### config.mk
export PLATFORM = sky130hd
export DESIGN_NAME = sfl_status_top
export DESIGN_NICKNAME = d
export VERILOG_FILES = /design/src/sfl_pkg.sv /design/src/sfl_occ_cnt.sv /design/src/sfl_status_top.sv
export SDC_FILE = /design/constraint.sdc
export NUM_CORES = 1
export LEC_CHECK = 0
export ABC_AREA = 1
export BUFFER_PORTS_ARGS = -buffer_cell sky130_fd_sc_hd__buf_4
export CAP_MARGIN = 20
export CORE_ASPECT_RATIO = 1.25
export CORE_MARGIN = 8
export CORE_UTILIZATION = 41
export CTS_BUF_LIST = sky130_fd_sc_hd__clkbuf_16
export CTS_CLUSTER_DIAMETER = 50
export DETAILED_ROUTE_END_ITERATION = 16
export PLACE_DENSITY = 0.76
export SYNTH_ARGS = -nofsm -noshare
export SYNTH_HDL_FRONTEND = slang
export SYNTH_SLANG_ARGS = --single-unit
### constraint.sdc
create_clock -name SYS_CLK_IN -period 1.4 [get_ports SYS_CLK_IN]
set_clock_uncertainty 0.1 [all_clocks]
set_input_delay 0.14 -clock SYS_CLK_IN [delete_from_list [all_inputs] [get_ports SYS_CLK_IN]]
set_output_delay 0.14 -clock SYS_CLK_IN [all_outputs]
set_load 0.02 [all_outputs]
### src/sfl_pkg.sv
// shared constants and types for the spi status flag block
`default_nettype none

package sfl_pkg;

    // register bus geometry
    localparam int unsigned ADDR_W = 8;
    localparam int unsigned DATA_W = 32;

    // register byte offsets
    localparam logic [ADDR_W-1:0] STATUS_OFFSET = 8'h64;
    localparam logic [ADDR_W-1:0] CONFIG_OFFSET = 8'h70;

    // status field positions
    localparam int unsigned RX_EMPTY_BIT       = 0;
    localparam int unsigned RX_FULL_BIT        = 1;
    localparam int unsigned TX_EMPTY_BIT       = 2;
    localparam int unsigned TX_FULL_BIT        = 3;
    localparam int unsigned MODE_FAULT_BIT     = 4;
    localparam int unsigned SLAVE_SEL_BIT      = 5;
    localparam int unsigned CLOCK_MODE_ERR_BIT = 6;
    localparam int unsigned STATUS_W           = 7;

    // status reset values
    localparam logic RX_EMPTY_RESET       = 1'b1;
    localparam logic RX_FULL_RESET        = 1'b0;
    localparam logic TX_EMPTY_RESET       = 1'b1;
    localparam logic TX_FULL_RESET        = 1'b0;
    localparam logic MODE_FAULT_RESET     = 1'b0;
    localparam logic SLAVE_SEL_RESET      = 1'b1;
    localparam logic CLOCK_MODE_ERR_RESET = 1'b0;

    // configuration register layout: bit 0 master, 1 cpha, 2 cpol
    localparam int unsigned CFG_W = 3;
    localparam logic [CFG_W-1:0] CFG_RESET = 3'h0;

    // fifo depths the logic can serve
    localparam int unsigned FIFO_DEPTH_NONE  = 0;
    localparam int unsigned FIFO_DEPTH_SMALL = 16;
    localparam int unsigned FIFO_DEPTH_LARGE = 256;

    typedef enum {
        SFL_STD,
        SFL_DUAL,
        SFL_QUAD
    } sfl_spi_mode_t;

    typedef struct packed {
        logic cpol;
        logic cpha;
        logic master;
    } sfl_cfg_t;

    // one-cycle events and levels from the rest of the controller
    typedef struct packed {
        logic tx_write;
        logic rx_read;
        logic xfer_done;
        logic ss_active;
    } sfl_core_evt_t;

endpackage

`default_nettype wire

### src/sfl_occ_cnt.sv
// fifo occupancy counter with registered full and empty flags
`timescale 1ns/1ps
`default_nettype none

module sfl_occ_cnt #(
    parameter int unsigned DEPTH = 16
) (
    // clock and reset
    input  wire logic clk_in,
    input  wire logic rst_in,
    // occupancy events
    input  wire logic inc_in,
    input  wire logic dec_in,
    // flags
    output var  logic full_out,
    output var  logic empty_out
);

    localparam int unsigned CNT_W = $clog2(DEPTH + 1);
    localparam logic [CNT_W-1:0] FULL_CNT = CNT_W'(DEPTH);
    localparam logic [CNT_W-1:0] ONE_CNT  = CNT_W'(1);
    localparam logic [CNT_W-1:0] ZERO_CNT = '0;

    // a zero depth leaves the counter without bits
    if (DEPTH < 1) begin : g_bad_depth
        $error("occupancy depth must be at least 1");
    end

    logic [CNT_W-1:0] count_q;
    logic [CNT_W-1:0] count_d;
    logic             do_inc;
    logic             do_dec;

    // overflow and underflow are dropped, the host side reports them
    assign do_inc = inc_in && (count_q != FULL_CNT || dec_in);
    assign do_dec = dec_in && (count_q != ZERO_CNT || inc_in);

    always_comb begin
        count_d = count_q;
        if (do_inc && !do_dec) begin
            count_d = count_q + ONE_CNT;
        end else if (do_dec && !do_inc) begin
            count_d = count_q - ONE_CNT;
        end
    end

    always_ff @(posedge clk_in or posedge rst_in) begin
        if (rst_in) begin
            count_q   <= ZERO_CNT;
            full_out  <= 1'b0;
            empty_out <= 1'b1;
        end else begin
            count_q   <= count_d;
            full_out  <= (count_d == FULL_CNT);
            empty_out <= (count_d == ZERO_CNT);
        end
    end
endmodule

`default_nettype wire

### src/sfl_status_top.sv
// spi status flag logic with its apb register slave
`timescale 1ns/1ps
`default_nettype none

// Behaviour
// - wide mode with flash supported, cpol xor cpha sets clock error
// - slave select flag 1, 0 when selected
// - slave select flag follows chip select one cycle later
// - select going active while master sets mode fault
// - reading status clears mode fault
// - one-cycle strobe on mode fault rise
// - fifo tx full while fifo at depth
// - no fifo: write sets, transfer clears tx full
// - fifo tx empty as soon as fifo drains
// - tx occupancy drops on transfer completion
// - no fifo: host write clears tx empty, transfer sets
// - rx full at depth, transfers increment occupancy
// - no fifo: transfer sets rx full, complements
// - rx empty at zero, host reads decrement
// - no fifo: read sets, transfer clears rx empty
// - wide modes always have fifos
// - slave select flag reads 1 after reset
module sfl_status_top
    import sfl_pkg::*;
#(
    parameter sfl_spi_mode_t SPI_MODE        = SFL_STD,
    parameter int unsigned   FIFO_DEPTH      = FIFO_DEPTH_SMALL,
    parameter bit            FLASH_SUPPORTED = 1'b1
) (
    // clock and reset
    input  wire logic                SYS_CLK_IN,
    input  wire logic                RESET_IN,
    // apb slave
    input  wire logic                PSEL_IN,
    input  wire logic                PENABLE_IN,
    input  wire logic                PWRITE_IN,
    input  wire logic [ADDR_W-1:0]   PADDR_IN,
    input  wire logic [DATA_W-1:0]   PWDATA_IN,
    output var  logic [DATA_W-1:0]   PRDATA_OUT,
    output var  logic                PREADY_OUT,
    output var  logic                PSLVERR_OUT,
    // controller events
    input  wire sfl_core_evt_t       CORE_EVT_IN,
    // flags and configuration towards the controller
    output var  logic [STATUS_W-1:0] STATUS_FLAGS_OUT,
    output var  sfl_cfg_t            CONFIG_OUT,
    output var  logic                MODE_FAULT_STROBE_OUT
);

    localparam bit WIDE     = (SPI_MODE != SFL_STD);
    localparam bit HAS_FIFO = (FIFO_DEPTH != FIFO_DEPTH_NONE);
    localparam int unsigned PAD_W = DATA_W - STATUS_W;
    localparam int unsigned CPAD_W = DATA_W - CFG_W;

    // elaboration guard on configuration
    if (!(FIFO_DEPTH == FIFO_DEPTH_NONE || FIFO_DEPTH == FIFO_DEPTH_SMALL
          || FIFO_DEPTH == FIFO_DEPTH_LARGE)) begin : g_bad_depth
        $error("fifo depth must be 0, 16 or 256");
    end
    if (WIDE && !HAS_FIFO) begin : g_bad_wide
        $error("dual and quad modes need fifos");
    end

    ////////////////////////////////////////////////////////////////////////
    // apb decode

    logic     apb_setup;
    logic     apb_done;
    logic     addr_status;
    logic     addr_config;
    logic     rd_status_q;
    sfl_cfg_t cfg_q;

    assign apb_setup   = PSEL_IN && !PENABLE_IN;
    assign apb_done    = PSEL_IN && PENABLE_IN && PREADY_OUT;
    assign addr_status = (PADDR_IN == STATUS_OFFSET);
    assign addr_config = (PADDR_IN == CONFIG_OFFSET);

    // flags
    logic                clk_err_q;
    logic                slave_sel_q;
    logic                mode_fault_flag_q;
    logic                mode_fault_flag_d;
    logic                tx_full;
    logic                tx_empty;
    logic                rx_full;
    logic                rx_empty;
    logic [STATUS_W-1:0] status_word;

    always_comb begin
        status_word                     = '0;
        status_word[CLOCK_MODE_ERR_BIT] = clk_err_q;
        status_word[SLAVE_SEL_BIT]      = slave_sel_q;
        status_word[MODE_FAULT_BIT]     = mode_fault_flag_q;
        status_word[TX_FULL_BIT]        = tx_full;
        status_word[TX_EMPTY_BIT]       = tx_empty;
        status_word[RX_FULL_BIT]        = rx_full;
        status_word[RX_EMPTY_BIT]       = rx_empty;
    end

    // zero wait: ready in the first access cycle
    always_ff @(posedge SYS_CLK_IN or posedge RESET_IN) begin
        if (RESET_IN) begin
            PREADY_OUT <= 1'b0;
        end else begin
            PREADY_OUT <= apb_setup;
        end
    end

    // read data latched in setup so the access edge sees a stable word
    always_ff @(posedge SYS_CLK_IN or posedge RESET_IN) begin
        if (RESET_IN) begin
            PRDATA_OUT  <= '0;
            PSLVERR_OUT <= 1'b0;
            rd_status_q <= 1'b0;
        end else if (apb_setup) begin
            PSLVERR_OUT <= !(addr_status || addr_config);
            rd_status_q <= addr_status && !PWRITE_IN;
            if (PWRITE_IN) begin
                PRDATA_OUT <= '0;
            end else if (addr_status) begin
                PRDATA_OUT <= {{PAD_W{1'b0}}, status_word};
            end else if (addr_config) begin
                PRDATA_OUT <= {{CPAD_W{1'b0}}, cfg_q};
            end else begin
                PRDATA_OUT <= '0;
            end
        end
    end

    // only the configuration register takes writes
    always_ff @(posedge SYS_CLK_IN or posedge RESET_IN) begin
        if (RESET_IN) begin
            cfg_q <= CFG_RESET;
        end else if (apb_done && PWRITE_IN && addr_config) begin
            cfg_q <= sfl_cfg_t'(PWDATA_IN[CFG_W-1:0]);
        end
    end

    assign CONFIG_OUT = cfg_q;

    ////////////////////////////////////////////////////////////////////////
    // clock mode error and slave selection

    always_ff @(posedge SYS_CLK_IN or posedge RESET_IN) begin
        if (RESET_IN) begin
            clk_err_q <= CLOCK_MODE_ERR_RESET;
        end else begin
            clk_err_q <= WIDE && FLASH_SUPPORTED
                         && (cfg_q.cpol ^ cfg_q.cpha);
        end
    end

    // low while an external master selects us as slave
    always_ff @(posedge SYS_CLK_IN or posedge RESET_IN) begin
        if (RESET_IN) begin
            slave_sel_q <= SLAVE_SEL_RESET;
        end else begin
            slave_sel_q <= !(!cfg_q.master
                             && CORE_EVT_IN.ss_active);
        end
    end

    ////////////////////////////////////////////////////////////////////////
    // mode fault

    logic ss_prev_q;
    logic mode_fault_flag_set;
    logic mode_fault_flag_clr;

    assign mode_fault_flag_set = CORE_EVT_IN.ss_active && !ss_prev_q && cfg_q.master;
    // clear only a fault software actually saw, so a late one survives
    assign mode_fault_flag_clr = apb_done && !PWRITE_IN && rd_status_q
                      && PRDATA_OUT[MODE_FAULT_BIT];
    assign mode_fault_flag_d   = mode_fault_flag_set || (mode_fault_flag_q && !mode_fault_flag_clr);

    always_ff @(posedge SYS_CLK_IN or posedge RESET_IN) begin
        if (RESET_IN) begin
            ss_prev_q <= 1'b0;
        end else begin
            ss_prev_q <= CORE_EVT_IN.ss_active;
        end
    end

    always_ff @(posedge SYS_CLK_IN or posedge RESET_IN) begin
        if (RESET_IN) begin
            mode_fault_flag_q <= MODE_FAULT_RESET;
        end else begin
            mode_fault_flag_q <= mode_fault_flag_d;
        end
    end

    always_ff @(posedge SYS_CLK_IN or posedge RESET_IN) begin
        if (RESET_IN) begin
            MODE_FAULT_STROBE_OUT <= 1'b0;
        end else begin
            MODE_FAULT_STROBE_OUT <= mode_fault_flag_d && !mode_fault_flag_q;
        end
    end

    ////////////////////////////////////////////////////////////////////////
    // transmit and receive flags

    if (HAS_FIFO) begin : g_fifo
        logic [1:0] inc_vec;
        logic [1:0] dec_vec;
        logic [1:0] full_vec;
        logic [1:0] empty_vec;

        // channel 0 transmit, channel 1 receive
        assign inc_vec[0] = CORE_EVT_IN.tx_write;
        assign dec_vec[0] = CORE_EVT_IN.xfer_done;
        assign inc_vec[1] = CORE_EVT_IN.xfer_done;
        assign dec_vec[1] = CORE_EVT_IN.rx_read;

        for (genvar ch = 0; ch < 2; ch++) begin : g_chan
            sfl_occ_cnt #(
                .DEPTH (FIFO_DEPTH)
            ) u_occ (
                .clk_in    (SYS_CLK_IN),
                .rst_in    (RESET_IN),
                .inc_in    (inc_vec[ch]),
                .dec_in    (dec_vec[ch]),
                .full_out  (full_vec[ch]),
                .empty_out (empty_vec[ch])
            );
        end

        assign tx_full  = full_vec[0];
        assign tx_empty = empty_vec[0];
        assign rx_full  = full_vec[1];
        assign rx_empty = empty_vec[1];
    end else begin : g_nofifo
        logic tx_full_q;
        logic tx_empty_q;
        logic rx_full_q;
        logic rx_empty_q;

        // a write in the completing cycle leaves a word pending
        always_ff @(posedge SYS_CLK_IN or posedge RESET_IN) begin
            if (RESET_IN) begin
                tx_full_q  <= TX_FULL_RESET;
                tx_empty_q <= TX_EMPTY_RESET;
            end else if (CORE_EVT_IN.tx_write) begin
                tx_full_q  <= 1'b1;
                tx_empty_q <= 1'b0;
            end else if (CORE_EVT_IN.xfer_done) begin
                tx_full_q  <= 1'b0;
                tx_empty_q <= 1'b1;
            end
        end

        // new data beats a read in the same cycle
        always_ff @(posedge SYS_CLK_IN or posedge RESET_IN) begin
            if (RESET_IN) begin
                rx_full_q  <= RX_FULL_RESET;
                rx_empty_q <= RX_EMPTY_RESET;
            end else if (CORE_EVT_IN.xfer_done) begin
                rx_full_q  <= 1'b1;
                rx_empty_q <= 1'b0;
            end else if (CORE_EVT_IN.rx_read) begin
                rx_full_q  <= 1'b0;
                rx_empty_q <= 1'b1;
            end
        end

        assign tx_full  = tx_full_q;
        assign tx_empty = tx_empty_q;
        assign rx_full  = rx_full_q;
        assign rx_empty = rx_empty_q;
    end

    assign STATUS_FLAGS_OUT = status_word;
endmodule

`default_nettype wire

# [After elaboration in Yosys (flattened, before gate mapping)]
# Index checks and enable logic that the tools add are counted.
[word_totals] reg_bits=56 in_bits=49
[classes] add_sub_neg=4 n_eq_ne=6 n_mux=7 n_reduce_logical=44
[ops] op="$logic_and 1x1->1" count=22
[ops] op="$mux 5" count=4
[ops] op="$eq 8x7->1 const B" count=2
[ops] op="$logic_not 1->1" count=12
[ops] op="$mux 6" count=2
[ops] op="$add 5x1->5 const B" count=2
[ops] op="$eq 5x5->1 const B" count=2
[ops] op="$logic_not 5->1" count=2
[ops] op="$ne 5x5->1 const B" count=2
[ops] op="$reduce_bool 5->1" count=2
[ops] op="$sub 5x1->5 const B" count=2
[ops] op="$logic_or 1x1->1" count=6
[ops] op="$mux 3" count=1

# [Longest topological paths before layout]
# Gate-level depths: netlist (run 1).
[depth] ltp_word=9 depth_mapped=12 ltp_nobuf=12

# [By module]
# A second synthesis (run 1) with hierarchy kept.
[unflattened] cells_unflattened=267 hier_area_um2=2044.5
[modules_own_cells] module="sfl_status_top" instances=1 cells_per_inst=133 area_per_inst_um2=1044.8 seq_area_each_um2=401.6
[modules_own_cells] module="sfl_occ_cnt (g_fifo.g_chan[0].u_occ)" instances=1 cells_per_inst=67 area_per_inst_um2=500.5 seq_area_each_um2=176.4
[modules_own_cells] module="sfl_occ_cnt (g_fifo.g_chan[1].u_occ)" instances=1 cells_per_inst=67 area_per_inst_um2=499.2 seq_area_each_um2=176.4

# [Worst setup path after synthesis (run 1)]
# No wires, ideal clock.
[synth_path] kind="register to register" start="register g_fifo.g_chan[1].u_occ.count_q[0]" end="register g_fifo.g_chan[1].u_occ.empty_out" t_arrival_ns=1.396 required_time_ns=1.233 path_slack_ns=-0.164 stages_incl_launch_ff=12 path_buffers=0 period_less_slack_ns=1.564 path_cell_list="dfrtp_1 inv_1 ha_1 nand3_1 nand3_2 inv_1 nand2_1 nand2_1 nand2_1 nand2_1 nand3_1 nor2_1"
[synth_between] elab_chain_len=8
[synth_rtl] item="start: declaration" line="sfl_occ_cnt.sv:29" source="logic [CNT_W-1:0] count_q;"
[synth_rtl] item="start signal: assignment" line="sfl_occ_cnt.sv:53" source="count_q <= count_d;"
[synth_rtl] item="branches (longest 6 deep; another with $sub 5x1->5)"
[synth_rtl] item="$mux 5 *" line="sfl_occ_cnt.sv:40" source="if (do_inc && !do_dec) begin"
[synth_rtl] item="$logic_not 5->1 *" line="sfl_occ_cnt.sv:55" source="empty_out <= (count_d == ZERO_CNT);"
[synth_rtl] item="end signal: assignment" line="sfl_occ_cnt.sv:55"
[synth_rtl] item="end: declaration" line="sfl_occ_cnt.sv:16" source="output var logic empty_out"
# Every way passes the cells marked *.
# A chain may end at the register's enable or synchronous reset.

# [Worst setup path in the final report (run 1)]
[layout_path] start="register g_fifo.g_chan[0].u_occ.count_q[0]" end="register g_fifo.g_chan[0].u_occ.full_out"
[layout_between] elab_chain_len=8
[layout_rtl] item="start: declaration" line="sfl_occ_cnt.sv:29"
[layout_rtl] item="start signal: assignment" line="sfl_occ_cnt.sv:53"
[layout_rtl] item="branches (longest 6 deep; another with $sub 5x1->5)"
[layout_rtl] item="$mux 5 *" line="sfl_occ_cnt.sv:40"
[layout_rtl] item="via g_fifo.g_chan[0].u_occ.count_d[0]" line="sfl_occ_cnt.sv:30" source="logic [CNT_W-1:0] count_d;"
[layout_rtl] item="$eq 5x5->1 *" line="sfl_occ_cnt.sv:54" source="full_out <= (count_d == FULL_CNT);"
[layout_rtl] item="end signal: assignment" line="sfl_occ_cnt.sv:54"
[layout_rtl] item="end: declaration" line="sfl_occ_cnt.sv:15" source="output var logic full_out,"
# Mark *: on every way through the listed nets, which the timed path passes.

==> qor.yml, run 1 <==
global_route:
  grt_pass1_wl_microns: 8050
  grt_max_degree: 31
  track_usage: 0.138
  grt_pass1_vias: 1798
  antenna_found_initial: 0
  grt-ovfl-total: 0
pwr:
  vdd_drop_max_mv: 0.709
  powerDensity_nw_per_um2: 1550
  leakagePower_nw: 1.47
finish:
  design_area_sq_um: 2770
  layout-drive-gt1-share: 0.473
  final_cell_mix: "buf_4, nand2_1, dfrtp_1, conb_1, inv_1"
  num_antenna_cells: 0
  layout.nets: 369
  fin_util: 0.625
  fillers: 380
  area_growth_pct: 46.1
  layout_commonest_cell: "buf_4"
floorplanning:
  pin_count: 94
  dieHeight_microns: 92.0
  fp.coreArea_sq_um: 4430
  die_area_sq_um: 7060
  rows: 27
  die_x_microns: 76.8
  start_util: 0.428
worst_setup_path:
  crit_type: "reg -> reg"
  worst-r2r-cell-count: 12
  slowest_delay_ns: 0.40
  end_kind: "register"
  cp-start-kind: "register"
  slowest_stage: "dfrtp_1"
  cp_max_fo: 7
  cp.required_ns: 1.50
  critPathMostFrequentCell: "nand2_2"
  worstPathArrival_ns: 1.78
  crit_chain: "inv_2, ha_4, nand2_4, inv_4, nand2_4, nand3_4, nand2_2, nand2_2, nand2_2, nor2_4, nand2_2, nor2_2"
place:
  io_buffers: 37
  placed_cell_area_sq_um: 2310
  dp_hpwl_microns: 3440
  place_congestion: 0.825
yosys:
  yosysWarningCount: 0
  synth_area_per_cell_sq_um: 7.86
  yosysTopAreaCellShare: 0.357
  synthCells: 241
  synth-seq-cells: 30
  synth.top_cells.by_area: "dfrtp_1, buf_4, nand2_1"
  yosysSeqAreaShare: 0.399
  yosys.area.top_type: "dfrtp_1"
  ys_types: 26
  syn-cell-area_sq_um: 1890
drt:
  drc_errors: 0
  firstDrtPassIters: 4
  wl_microns: 5160
  drt_iter0_markers: 36
  viasPerCell: 4.72
  via_count: 1769
  wire_per_inst_microns: 13.7
  ant_nets: 0
cts:
  htreeDepth: 2
  cts.sinks: 30
  cts_made_buffers: 5
  clkTransAtPathRegs_ns: 0.05
  clockRootBuffer: "clkbuf_16"
  clk-insertion-delay-late_ns: 0.27
  clockBufferDepth: 2
  cts_tree: "yes"
timing:
  setup_ws_ns: -0.276
  timing.fmax_ghz: 0.597
  rsz0062_at_grt: "true"
  drv_slew: 0
  setup_violations: 13
  finalCriticalPeriod_ns: 1.68
  layout_worst_path_cycle_share: 1.20
  hold_viol: 0
worst_hold_path:
  hold_path_depth: 2
  hold_path.class: "in -> reg"
run:
  maxCapViolCount: 0
run_status:
  status: "complete, but fails checks"
  violations: "negative setup slack"
## routing by layer
metal  up-vias  wire length [microns]  global-route usage
met5         -                      0                   0
met4         0                     73              0.0434
met3        10                    389              0.0488
met2        73                   2710               0.267
met1       838                   1980               0.131
li1        848                      -                   -
## worst max-delay path: cells and delay by family, from the launching register on
family | cells | cell delay [ns]
buffers and inverters | 2 | 0.15
and+or+nand+nor | 9 | 0.81
adders and majority gates | 1 | 0.15
DFF | 1 | 0.40
## cell usage after synthesis (all sizes together)
master / count
nand3b: 1
nor3: 1
o21ai: 11
o211ai: 2
buf: 33
conb: 1
nand3: 30
o22ai: 1
nor4: 3
inv: 37
dfstp: 3
a21oi: 1
nand2: 58
mux2: 3
dfrtp: 27
o32ai: 1
ha: 4
nor2: 18
nand4: 2
xor2: 4
## where the power goes
part           internal [mW]  switching [mW]
registers               1.04           0.143
logic                  0.950            1.13
clock network          0.647           0.380
total                   2.63            1.65
## per-stage QoR
step	worst slack (ns)	TNS (ns)	hold WS, ns	power [mW]	instances
after floorplan	-0.0836	-0.291	0.0714	2.17	267
after CTS	-0.159	-1.01	0.00132	3.86	368
after global routing	-0.378	-3.42	0.0125	4.53	375
after global placement	-0.161	-0.750	0.143	2.62	353
after detailed placement	-0.182	-1.17	0.150	2.65	353
final	-0.276	-2.27	0.00815	4.29	375
## path summary, 6_finish.rpt
kind	startpoint	to	slack (ns)
worst max-delay path	g_fifo.g_chan[0].u_occ.count_q[0]$_DFF_PP0_	g_fifo.g_chan[0].u_occ.full_out$_DFF_PP0_	-0.28
worst min-delay path	PWDATA_IN[1]	CONFIG_OUT[1]$_DFFE_PP0P_	0.008
worst max register to register	g_fifo.g_chan[0].u_occ.count_q[0]$_DFF_PP0_	g_fifo.g_chan[0].u_occ.full_out$_DFF_PP0_	-0.28
worst min register to register	ss_prev_q$_DFF_PP0_	MODE_FAULT_STROBE_OUT$_DFF_PP0_	0.35
max in group asynchronous	RESET_IN	slave_sel_q$_DFF_PP1_	0.48
min in group asynchronous	RESET_IN	g_fifo.g_chan[0].u_occ.full_out$_DFF_PP0_	0.40
## state kept, by name, indices dropped and copies added, names as in the netlist
name                           cells
g_fifo.g_chan.u_occ.count_q       10
PRDATA_OUT                         6
CONFIG_OUT                         3
g_fifo.g_chan.u_occ.empty_out      2
g_fifo.g_chan.u_occ.full_out       2
MODE_FAULT_STROBE_OUT              1
PREADY_OUT                         1
PSLVERR_OUT                        1
mode_fault_flag_q                  1
rd_status_q                        1
slave_sel_q                        1
ss_prev_q                          1
## what timing repair did
item / CTS / global route
setup buffers: 4 / 9
gates cloned: 0 / 0
hold endpoints to repair: 30 / 0
resized for setup: 19 / 39
pin swaps: 6 / 25
hold buffers: 3 / 0
setup endpoints to repair: 13 / 14
## layout make-up
cell class	instances	area (sq um)	share of cell area
multi-input combinational	167	1060	0.385
sequential	30	754	0.273
timing repair buffer	75	589	0.213
inverter	37	144	0.0520
clock buffer	5	125	0.0452
tap	58	72.6	0.0262
clock inverter	3	16.3	0.00588
## logic make-up (layout without fill, tap and decap cells)
kind of cell    count (synthesis)  after routing  share of synthesized area
buf+inv                        70            120                      0.204
other cells                     1             27                    0.00198
mux                             3              3                     0.0178
flops                          30             30                      0.399
compound gates                 16             16                     0.0516
xor+xnor                        4              4                     0.0185
fa+ha+maj                       4              4                     0.0264
simple gates                  113            113                      0.281
Power figures use the tool's default switching activity.
==> run 2: changes to the inputs <==
--- a/config.mk
+++ b/config.mk
@@ -14,7 +14,7 @@
 export CTS_BUF_LIST = sky130_fd_sc_hd__clkbuf_16
 export CTS_CLUSTER_DIAMETER = 50
 export DETAILED_ROUTE_END_ITERATION = 16
-export PLACE_DENSITY = 0.76
+export PLACE_DENSITY_LB_ADDON = 0.2
 export SYNTH_ARGS = -nofsm -noshare
 export SYNTH_HDL_FRONTEND = slang
 export SYNTH_SLANG_ARGS = --single-unit
==> run 2 against run 1 <==
  * The flow still finishes with violations (negative setup slack)
  * Final area is 0.27% lower
  * Sequential power hardly changed
  * Maximum frequency is 1.4% higher
  * Combinational power hardly changed
  * Cell count is 0.53% higher
  * Global-route usage is 0.85 points lower
  * Count of clock-buffer cells in the layout stayed put
  * Sequential cell count stayed put
  * Largest cell class unchanged
==> qor.yml, run 2 (same netlist as run 1, synthesis figures left out) <==
timing:
  layout_worst_path_cycle_share: 1.18  # was 1.20
  rsz0062_at_grt: "true"  # unchanged
  setup_ws_ns: -0.252  # was -0.276 ns
  timing.fmax_ghz: 0.605  # was 0.597 GHz
  drv_slew: 0  # unchanged
  finalCriticalPeriod_ns: 1.65  # was 1.68 ns
  worst_hold_slack_ns: 0.00454  # was 0.00815 ns
  hold_viol: 0  # unchanged
  setup_violations: 14  # was 13
finish:
  final_cells: 377  # was 375
  layout.nets: 371  # was 369
  num_antenna_cells: 0  # unchanged
  fin_util: 0.623  # was 0.625
  area_growth_pct: 45.7  # was 46.1%
  layout-drive-gt1-share: 0.442  # was 0.473
  top_register: "g_fifo.g_chan.u_occ.count_q"  # unchanged
  final_cell_mix: "buf_4, nand2_1, inv_1, conb_1, dfrtp_1"  # was buf_4, nand2_1, dfrtp_1, conb_1, inv_1
  layout_commonest_cell: "buf_4"  # unchanged
  largest_register_ffs: 10  # unchanged
place:
  place_congestion: 0.821  # was 0.825
  placed_cells: 357  # was 353
  io_buffers: 37  # unchanged
  dp_hpwl_microns: 3410  # was 3440 microns
worst_hold_path:
  hp-start: "PWDATA_IN[1]"  # unchanged
  hold_path.class: "in -> reg"  # unchanged
pwr:
  vdd_drop_max_mv: 0.734  # was 0.709 mV
  powerDensity_nw_per_um2: 1550  # about the same
  finalPower_mw: 4.27  # was 4.29 mW
  leakagePower_nw: 1.49  # was 1.47 nW
worst_setup_path:
  slowest_stage: "dfrtp_1"  # unchanged
  crit_family: "simple AND/OR/NAND/NOR gates"  # unchanged
  critPathBufInv: 2  # unchanged
  cp-start-kind: "register"  # unchanged
  cp.required_ns: 1.50  # about the same
  end_kind: "register"  # unchanged
  worstPathArrival_ns: 1.76  # was 1.78 ns
  r2r_slack_ns: -0.25  # was -0.28 ns
  cp_max_fo: 4  # was 7
  crit_chain: "inv_2, ha_4, nand3_2, nand2_2, inv_4, nand2_4, nand2_1, nand2_1, nand2_2, nor2_2, nand3_2, nor2_1"  # was inv_2, ha_4, nand2_4, inv_4, nand2_4, nand3_4, nand2_2, nand2_2, nand2_2, nor2_4, nand2_2, nor2_2
  rr_startpoint: "g_fifo.g_chan[1].u_occ.count_q[0]$_DFF_PP0_"  # was g_fifo.g_chan[0].u_occ.count_q[0]$_DFF_PP0_
  crit_type: "reg -> reg"  # unchanged
  slowest_delay_ns: 0.38  # was 0.40 ns
  worstSetupStartpoint: "g_fifo.g_chan[1].u_occ.count_q[0]$_DFF_PP0_"  # was g_fifo.g_chan[0].u_occ.count_q[0]$_DFF_PP0_
cts:
  htreeDepth: 2  # unchanged
  cts_made_buffers: 5  # unchanged
  clk-insertion-delay-late_ns: 0.27  # about the same
  clockBufferDepth: 2  # unchanged
  clockRootBuffer: "clkbuf_16"  # unchanged
  cts.sinks: 30  # unchanged
  clkTransAtPathRegs_ns: 0.05  # about the same
  cts_tree: "yes"  # unchanged
drt:
  wl_microns: 4720  # was 5160 microns
  drc_errors: 0  # unchanged
  viasPerCell: 4.56  # was 4.72
  via_count: 1719  # was 1769
  drt_iter0_markers: 50  # was 36
  wire_per_inst_microns: 12.5  # was 13.7 microns
  ant_nets: 0  # unchanged
  firstDrtPassIters: 4  # unchanged
global_route:
  grt-ovfl-total: 0  # unchanged
  antenna_found_initial: 0  # unchanged
  grt_pass1_wl_microns: 7650  # was 8050 microns
  grt_max_degree: 31  # unchanged
  grt_pass1_vias: 1750  # was 1798
  track_usage: 0.130  # was 0.138
run:
  maxCapViolCount: 0  # unchanged
floorplanning:
  die_x_microns: 76.8  # unchanged
  fp.coreArea_sq_um: 4430  # unchanged
  dieHeight_microns: 92.0  # unchanged
  die_area_sq_um: 7060  # unchanged
  rows: 27  # unchanged
  pin_count: 94  # unchanged
  start_util: 0.428  # unchanged
run_status:
  violations: "negative setup slack"  # unchanged
  status: "complete, but fails checks"  # unchanged
[run 2: cell count changes in the layout (fill, tap and decap cells not counted), moves of 2 or more]
cell,change
nor2_1,+3
inv_2,-4
nand3_2,+3
nor2_2,-3
nand2_2,-10
inv_4,+2
nand3_1,-2
nand2_1,+10
inv_1,+2
buf_4,+2
[run 2: layer usage]
layer,vias to the layer above,track usage,routed length [microns]
li1,853,-,-
met1,805,0.129,1820
met3,14,0.0439,323
met2,47,0.236,2480
met5,-,0,0
met4,0,0.0595,102
[run 2: path summary, 6_finish.rpt]
kind	endpoint	cells past startpoint
worst min-delay path	CONFIG_OUT[1]$_DFFE_PP0P_	2
worst min register to register	MODE_FAULT_STROBE_OUT$_DFF_PP0_	1
min in group asynchronous	g_fifo.g_chan[1].u_occ.count_q[3]$_DFF_PP0_	4
worst max register to register	g_fifo.g_chan[1].u_occ.empty_out$_DFF_PP1_	12
max in group asynchronous	slave_sel_q$_DFF_PP1_	4
worst max-delay path	g_fifo.g_chan[1].u_occ.empty_out$_DFF_PP1_	12
[run 2: power breakdown]
group	total (mW)	internal, mW	leakage (nW)	switching, mW
Clock	1.03	0.648	0.0672	0.383
Sequential	1.19	1.04	0.375	0.149
Combinational	2.05	0.990	1.04	1.06
[run 2: worst reg2reg max path, cell delays in order, from the launching register on]
cell,delay [ns]
dfrtp_1,0.38
inv_2,0.08
ha_4,0.18
nand3_2,0.09
nand2_2,0.11
inv_4,0.05
nand2_4,0.07
nand2_1,0.05
nand2_1,0.08
nand2_2,0.09
nor2_2,0.11
nand3_2,0.09
nor2_1,0.11
[run 2: area by class of cell]
type	count	area, sq um
Sequential cell	30	756
Multi-Input combinational cell	167	1030
Fill cell	389	1670
Tap cell	58	72.6
Clock buffer	5	125
Inverter	37	149
Timing Repair Buffer	77	606
Clock inverter	3	16.3
[run 2: per-stage QoR]
stage / setup WS (ns) / instance area [sq um] / setup TNS, ns
global route: -0.367 / 2760 / -3.27
CTS: -0.200 / 2620 / -1.53
detailed placement: -0.202 / 2340 / -1.27
finish: -0.252 / 2760 / -1.93
global placement: -0.175 / 2340 / -0.927
floorplan: -0.0836 / 2020 / -0.291
[run 2: what timing repair did]
item / CTS / global route
pin swaps: 15 / 29
cloned: 0 / 0
hold buffers: 2 / 0
endpoints found under the hold margin: 29 / 0
endpoints found under the setup margin: 14 / 14
setup buffers: 5 / 7
resized for setup: 19 / 29
==> run 3: changes to the inputs <==
==> constraint.sdc (replaced) <==
create_clock -name SYS_CLK_IN -period 2.1 [get_ports SYS_CLK_IN]
set_clock_uncertainty 0.1 [all_clocks]
set_input_delay 0.21 -clock SYS_CLK_IN [delete_from_list [all_inputs] [get_ports SYS_CLK_IN]]
set_output_delay 0.21 -clock SYS_CLK_IN [all_outputs]
set_load 0.02 [all_outputs]
==> run 3 against run 2 <==
  * The run now ends clean
  * First-iteration DRC count rose by 12%
  * Combinational power fell by 66%
  * Die area did not move
  * Critical endpoint is now g_fifo.g_chan[1].u_occ.full_out$_DFF_PP0_
  * Largest power group is now sequential cells
==> qor.yml, run 3 (same netlist as run 1, synthesis figures left out) <==
finish:
  layout_commonest_cell: "nand2_1"  # was buf_4
  final_cell_mix: "nand2_1, buf_4, inv_1"  # was buf_4, nand2_1, inv_1, conb_1, dfrtp_1
  area_growth_pct: 20.8  # was 45.7%
  num_antenna_cells: 0  # unchanged
  top_register: "g_fifo.g_chan.u_occ.count_q"  # unchanged
  layout-drive-gt1-share: 0.245  # was 0.442
  final_cells: 340  # was 377
  fillers: 445  # was 389
  seqCellArea_sq_um: 754  # was 756 sq um
  largest_register_ffs: 10  # unchanged
  multi_input_area_sq_um: 850  # was 1030 sq um
  design_area_sq_um: 2290  # was 2760 sq um
  layout.nets: 334  # was 371
drt:
  drt_iter0_markers: 56  # was 50
  wl_microns: 3990  # was 4720 microns
  wire_per_inst_microns: 11.7  # was 12.5 microns
  drc_errors: 0  # unchanged
  ant_nets: 0  # unchanged
  firstDrtPassIters: 4  # unchanged
  via_count: 1517  # was 1719
  viasPerCell: 4.46  # was 4.56
floorplanning:
  pin_count: 94  # unchanged
  rows: 27  # unchanged
  die_x_microns: 76.8  # unchanged
  start_util: 0.428  # unchanged
  fp.coreArea_sq_um: 4430  # unchanged
  die_area_sq_um: 7060  # unchanged
  dieHeight_microns: 92.0  # unchanged
worst_setup_path:
  worstPathArrival_ns: 1.88  # was 1.76 ns
  cp-start-kind: "register"  # unchanged
  end_kind: "register"  # unchanged
  cp.required_ns: 2.20  # was 1.50 ns
  cp_max_fo: 7  # was 4
  crit_type: "reg -> reg"  # unchanged
run_status:
  status: "complete, no violations"  # was complete, but fails checks
pwr:
  leakagePower_nw: 1.27  # was 1.49 nW
  vdd_drop_max_mv: 0.528  # was 0.734 mV
  powerDensity_nw_per_um2: 1010  # was 1550 nW/um^2
run:
  maxCapViolCount: 0  # unchanged
timing:
  hold_viol: 0  # unchanged
  setup_violations: 0  # was 14
  layout_worst_path_cycle_share: 0.845  # was 1.18
  fin_setup_tns_ns: 0  # was -1.93 ns
  finalCriticalPeriod_ns: 1.77  # was 1.65 ns
  rsz0062_at_grt: "false"  # was true
  drv_slew: 0  # unchanged
  setup_ws_ns: 0.326  # was -0.252 ns
  timing.fmax_ghz: 0.564  # was 0.605 GHz
cts:
  clockRootBuffer: "clkbuf_16"  # unchanged
  clkTransAtPathRegs_ns: 0.05  # about the same
  post-cts-setup-buffers: 0  # was 5
  cts_tree: "yes"  # unchanged
  htreeDepth: 2  # unchanged
  clockBufferDepth: 2  # unchanged
  cts.sinks: 30  # unchanged
  clk-insertion-delay-late_ns: 0.28  # was 0.27 ns
  cts_made_buffers: 5  # unchanged
place:
  placed_cells: 330  # was 357
  placed_cell_area_sq_um: 2100  # was 2340 sq um
  io_buffers: 37  # unchanged
  dp_slack_ns: 0.319  # was -0.202 ns
  dp_hpwl_microns: 3140  # was 3410 microns
  place_congestion: 0.754  # was 0.821
global_route:
  grt-ovfl-total: 0  # unchanged
  antenna_found_initial: 0  # unchanged
  grt_max_degree: 31  # unchanged
  grt_pass1_vias: 1548  # was 1750
  grt_pass1_wl_microns: 6990  # was 7650 microns
  track_usage: 0.120  # was 0.130
worst_hold_path:
  hold_path.class: "in -> reg"  # unchanged
==> run 3: path summary, 6_finish.rpt <==
kind	start	to	slack (ns)	depth (start not counted)
min in group asynchronous	RESET_IN	g_fifo.g_chan[0].u_occ.count_q[2]$_DFF_PP0_	0.47	4
setup reg to reg	g_fifo.g_chan[1].u_occ.count_q[0]$_DFF_PP0_	g_fifo.g_chan[1].u_occ.full_out$_DFF_PP0_	0.33	11
hold reg to reg	ss_prev_q$_DFF_PP0_	MODE_FAULT_STROBE_OUT$_DFF_PP0_	0.33	1
max in group asynchronous	RESET_IN	g_fifo.g_chan[0].u_occ.empty_out$_DFF_PP1_	1.11	4
hold / removal	PWDATA_IN[0]	CONFIG_OUT[0]$_DFFE_PP0P_	0.07	2
setup / recovery	g_fifo.g_chan[1].u_occ.count_q[0]$_DFF_PP0_	g_fifo.g_chan[1].u_occ.full_out$_DFF_PP0_	0.33	11
==> run 3: repair_timing <==
action / in CTS / in global routing
resized for setup: 0 / 0
endpoints found under the hold margin: 29 / 0
hold buffers: 2 / 0
endpoints found under the setup margin: 0 / 0
==> run 3: area by class of cell <==
class / instances / area share
clock buffers: 5 / 0.0547
inverters: 37 / 0.0608
well taps: 58 / 0.0317
flip-flops and latches: 30 / 0.330
repair buffers: 40 / 0.134
multi-input cells: 167 / 0.372
clock inverters: 3 / 0.0175
==> run 3: worst max-delay path, stage by stage, from the launching register on <==
cell	delay (ns)
dfrtp_1	0.41
inv_1	0.08
ha_1	0.25
nand3_1	0.11
nand3_2	0.14
inv_1	0.15
nand2_1	0.08
nand2_1	0.07
nand2_1	0.05
nand2_1	0.08
nand3_1	0.09
nor2_1	0.10
==> run 3: report_power, final <==
part / switching (mW) / internal (mW)
Combinational: 0.423 / 0.264
Sequential: 0.132 / 0.691
Clock: 0.253 / 0.554
==> run 3: metrics by stage <==
stage          hold slack, ns  utilization  power (mW)
3_5_place_dp            0.227        0.475        1.52
6_report               0.0690        0.517        2.32
2_1_floorplan           0.141            -        1.40
5_1_grt                0.0797        0.517        2.49
3_3_place_gp            0.216        0.475        1.51
4_1_cts                0.0631        0.517        2.34
==> run 3: layer usage <==
metal / vias to the layer above / wire [microns] / global-route usage
met5: - / 0 / 0
met4: 0 / 112 / 0.0643
met3: 11 / 326 / 0.0449
met2: 52 / 1860 / 0.194
met1: 675 / 1700 / 0.134
li1: 779 / - / -
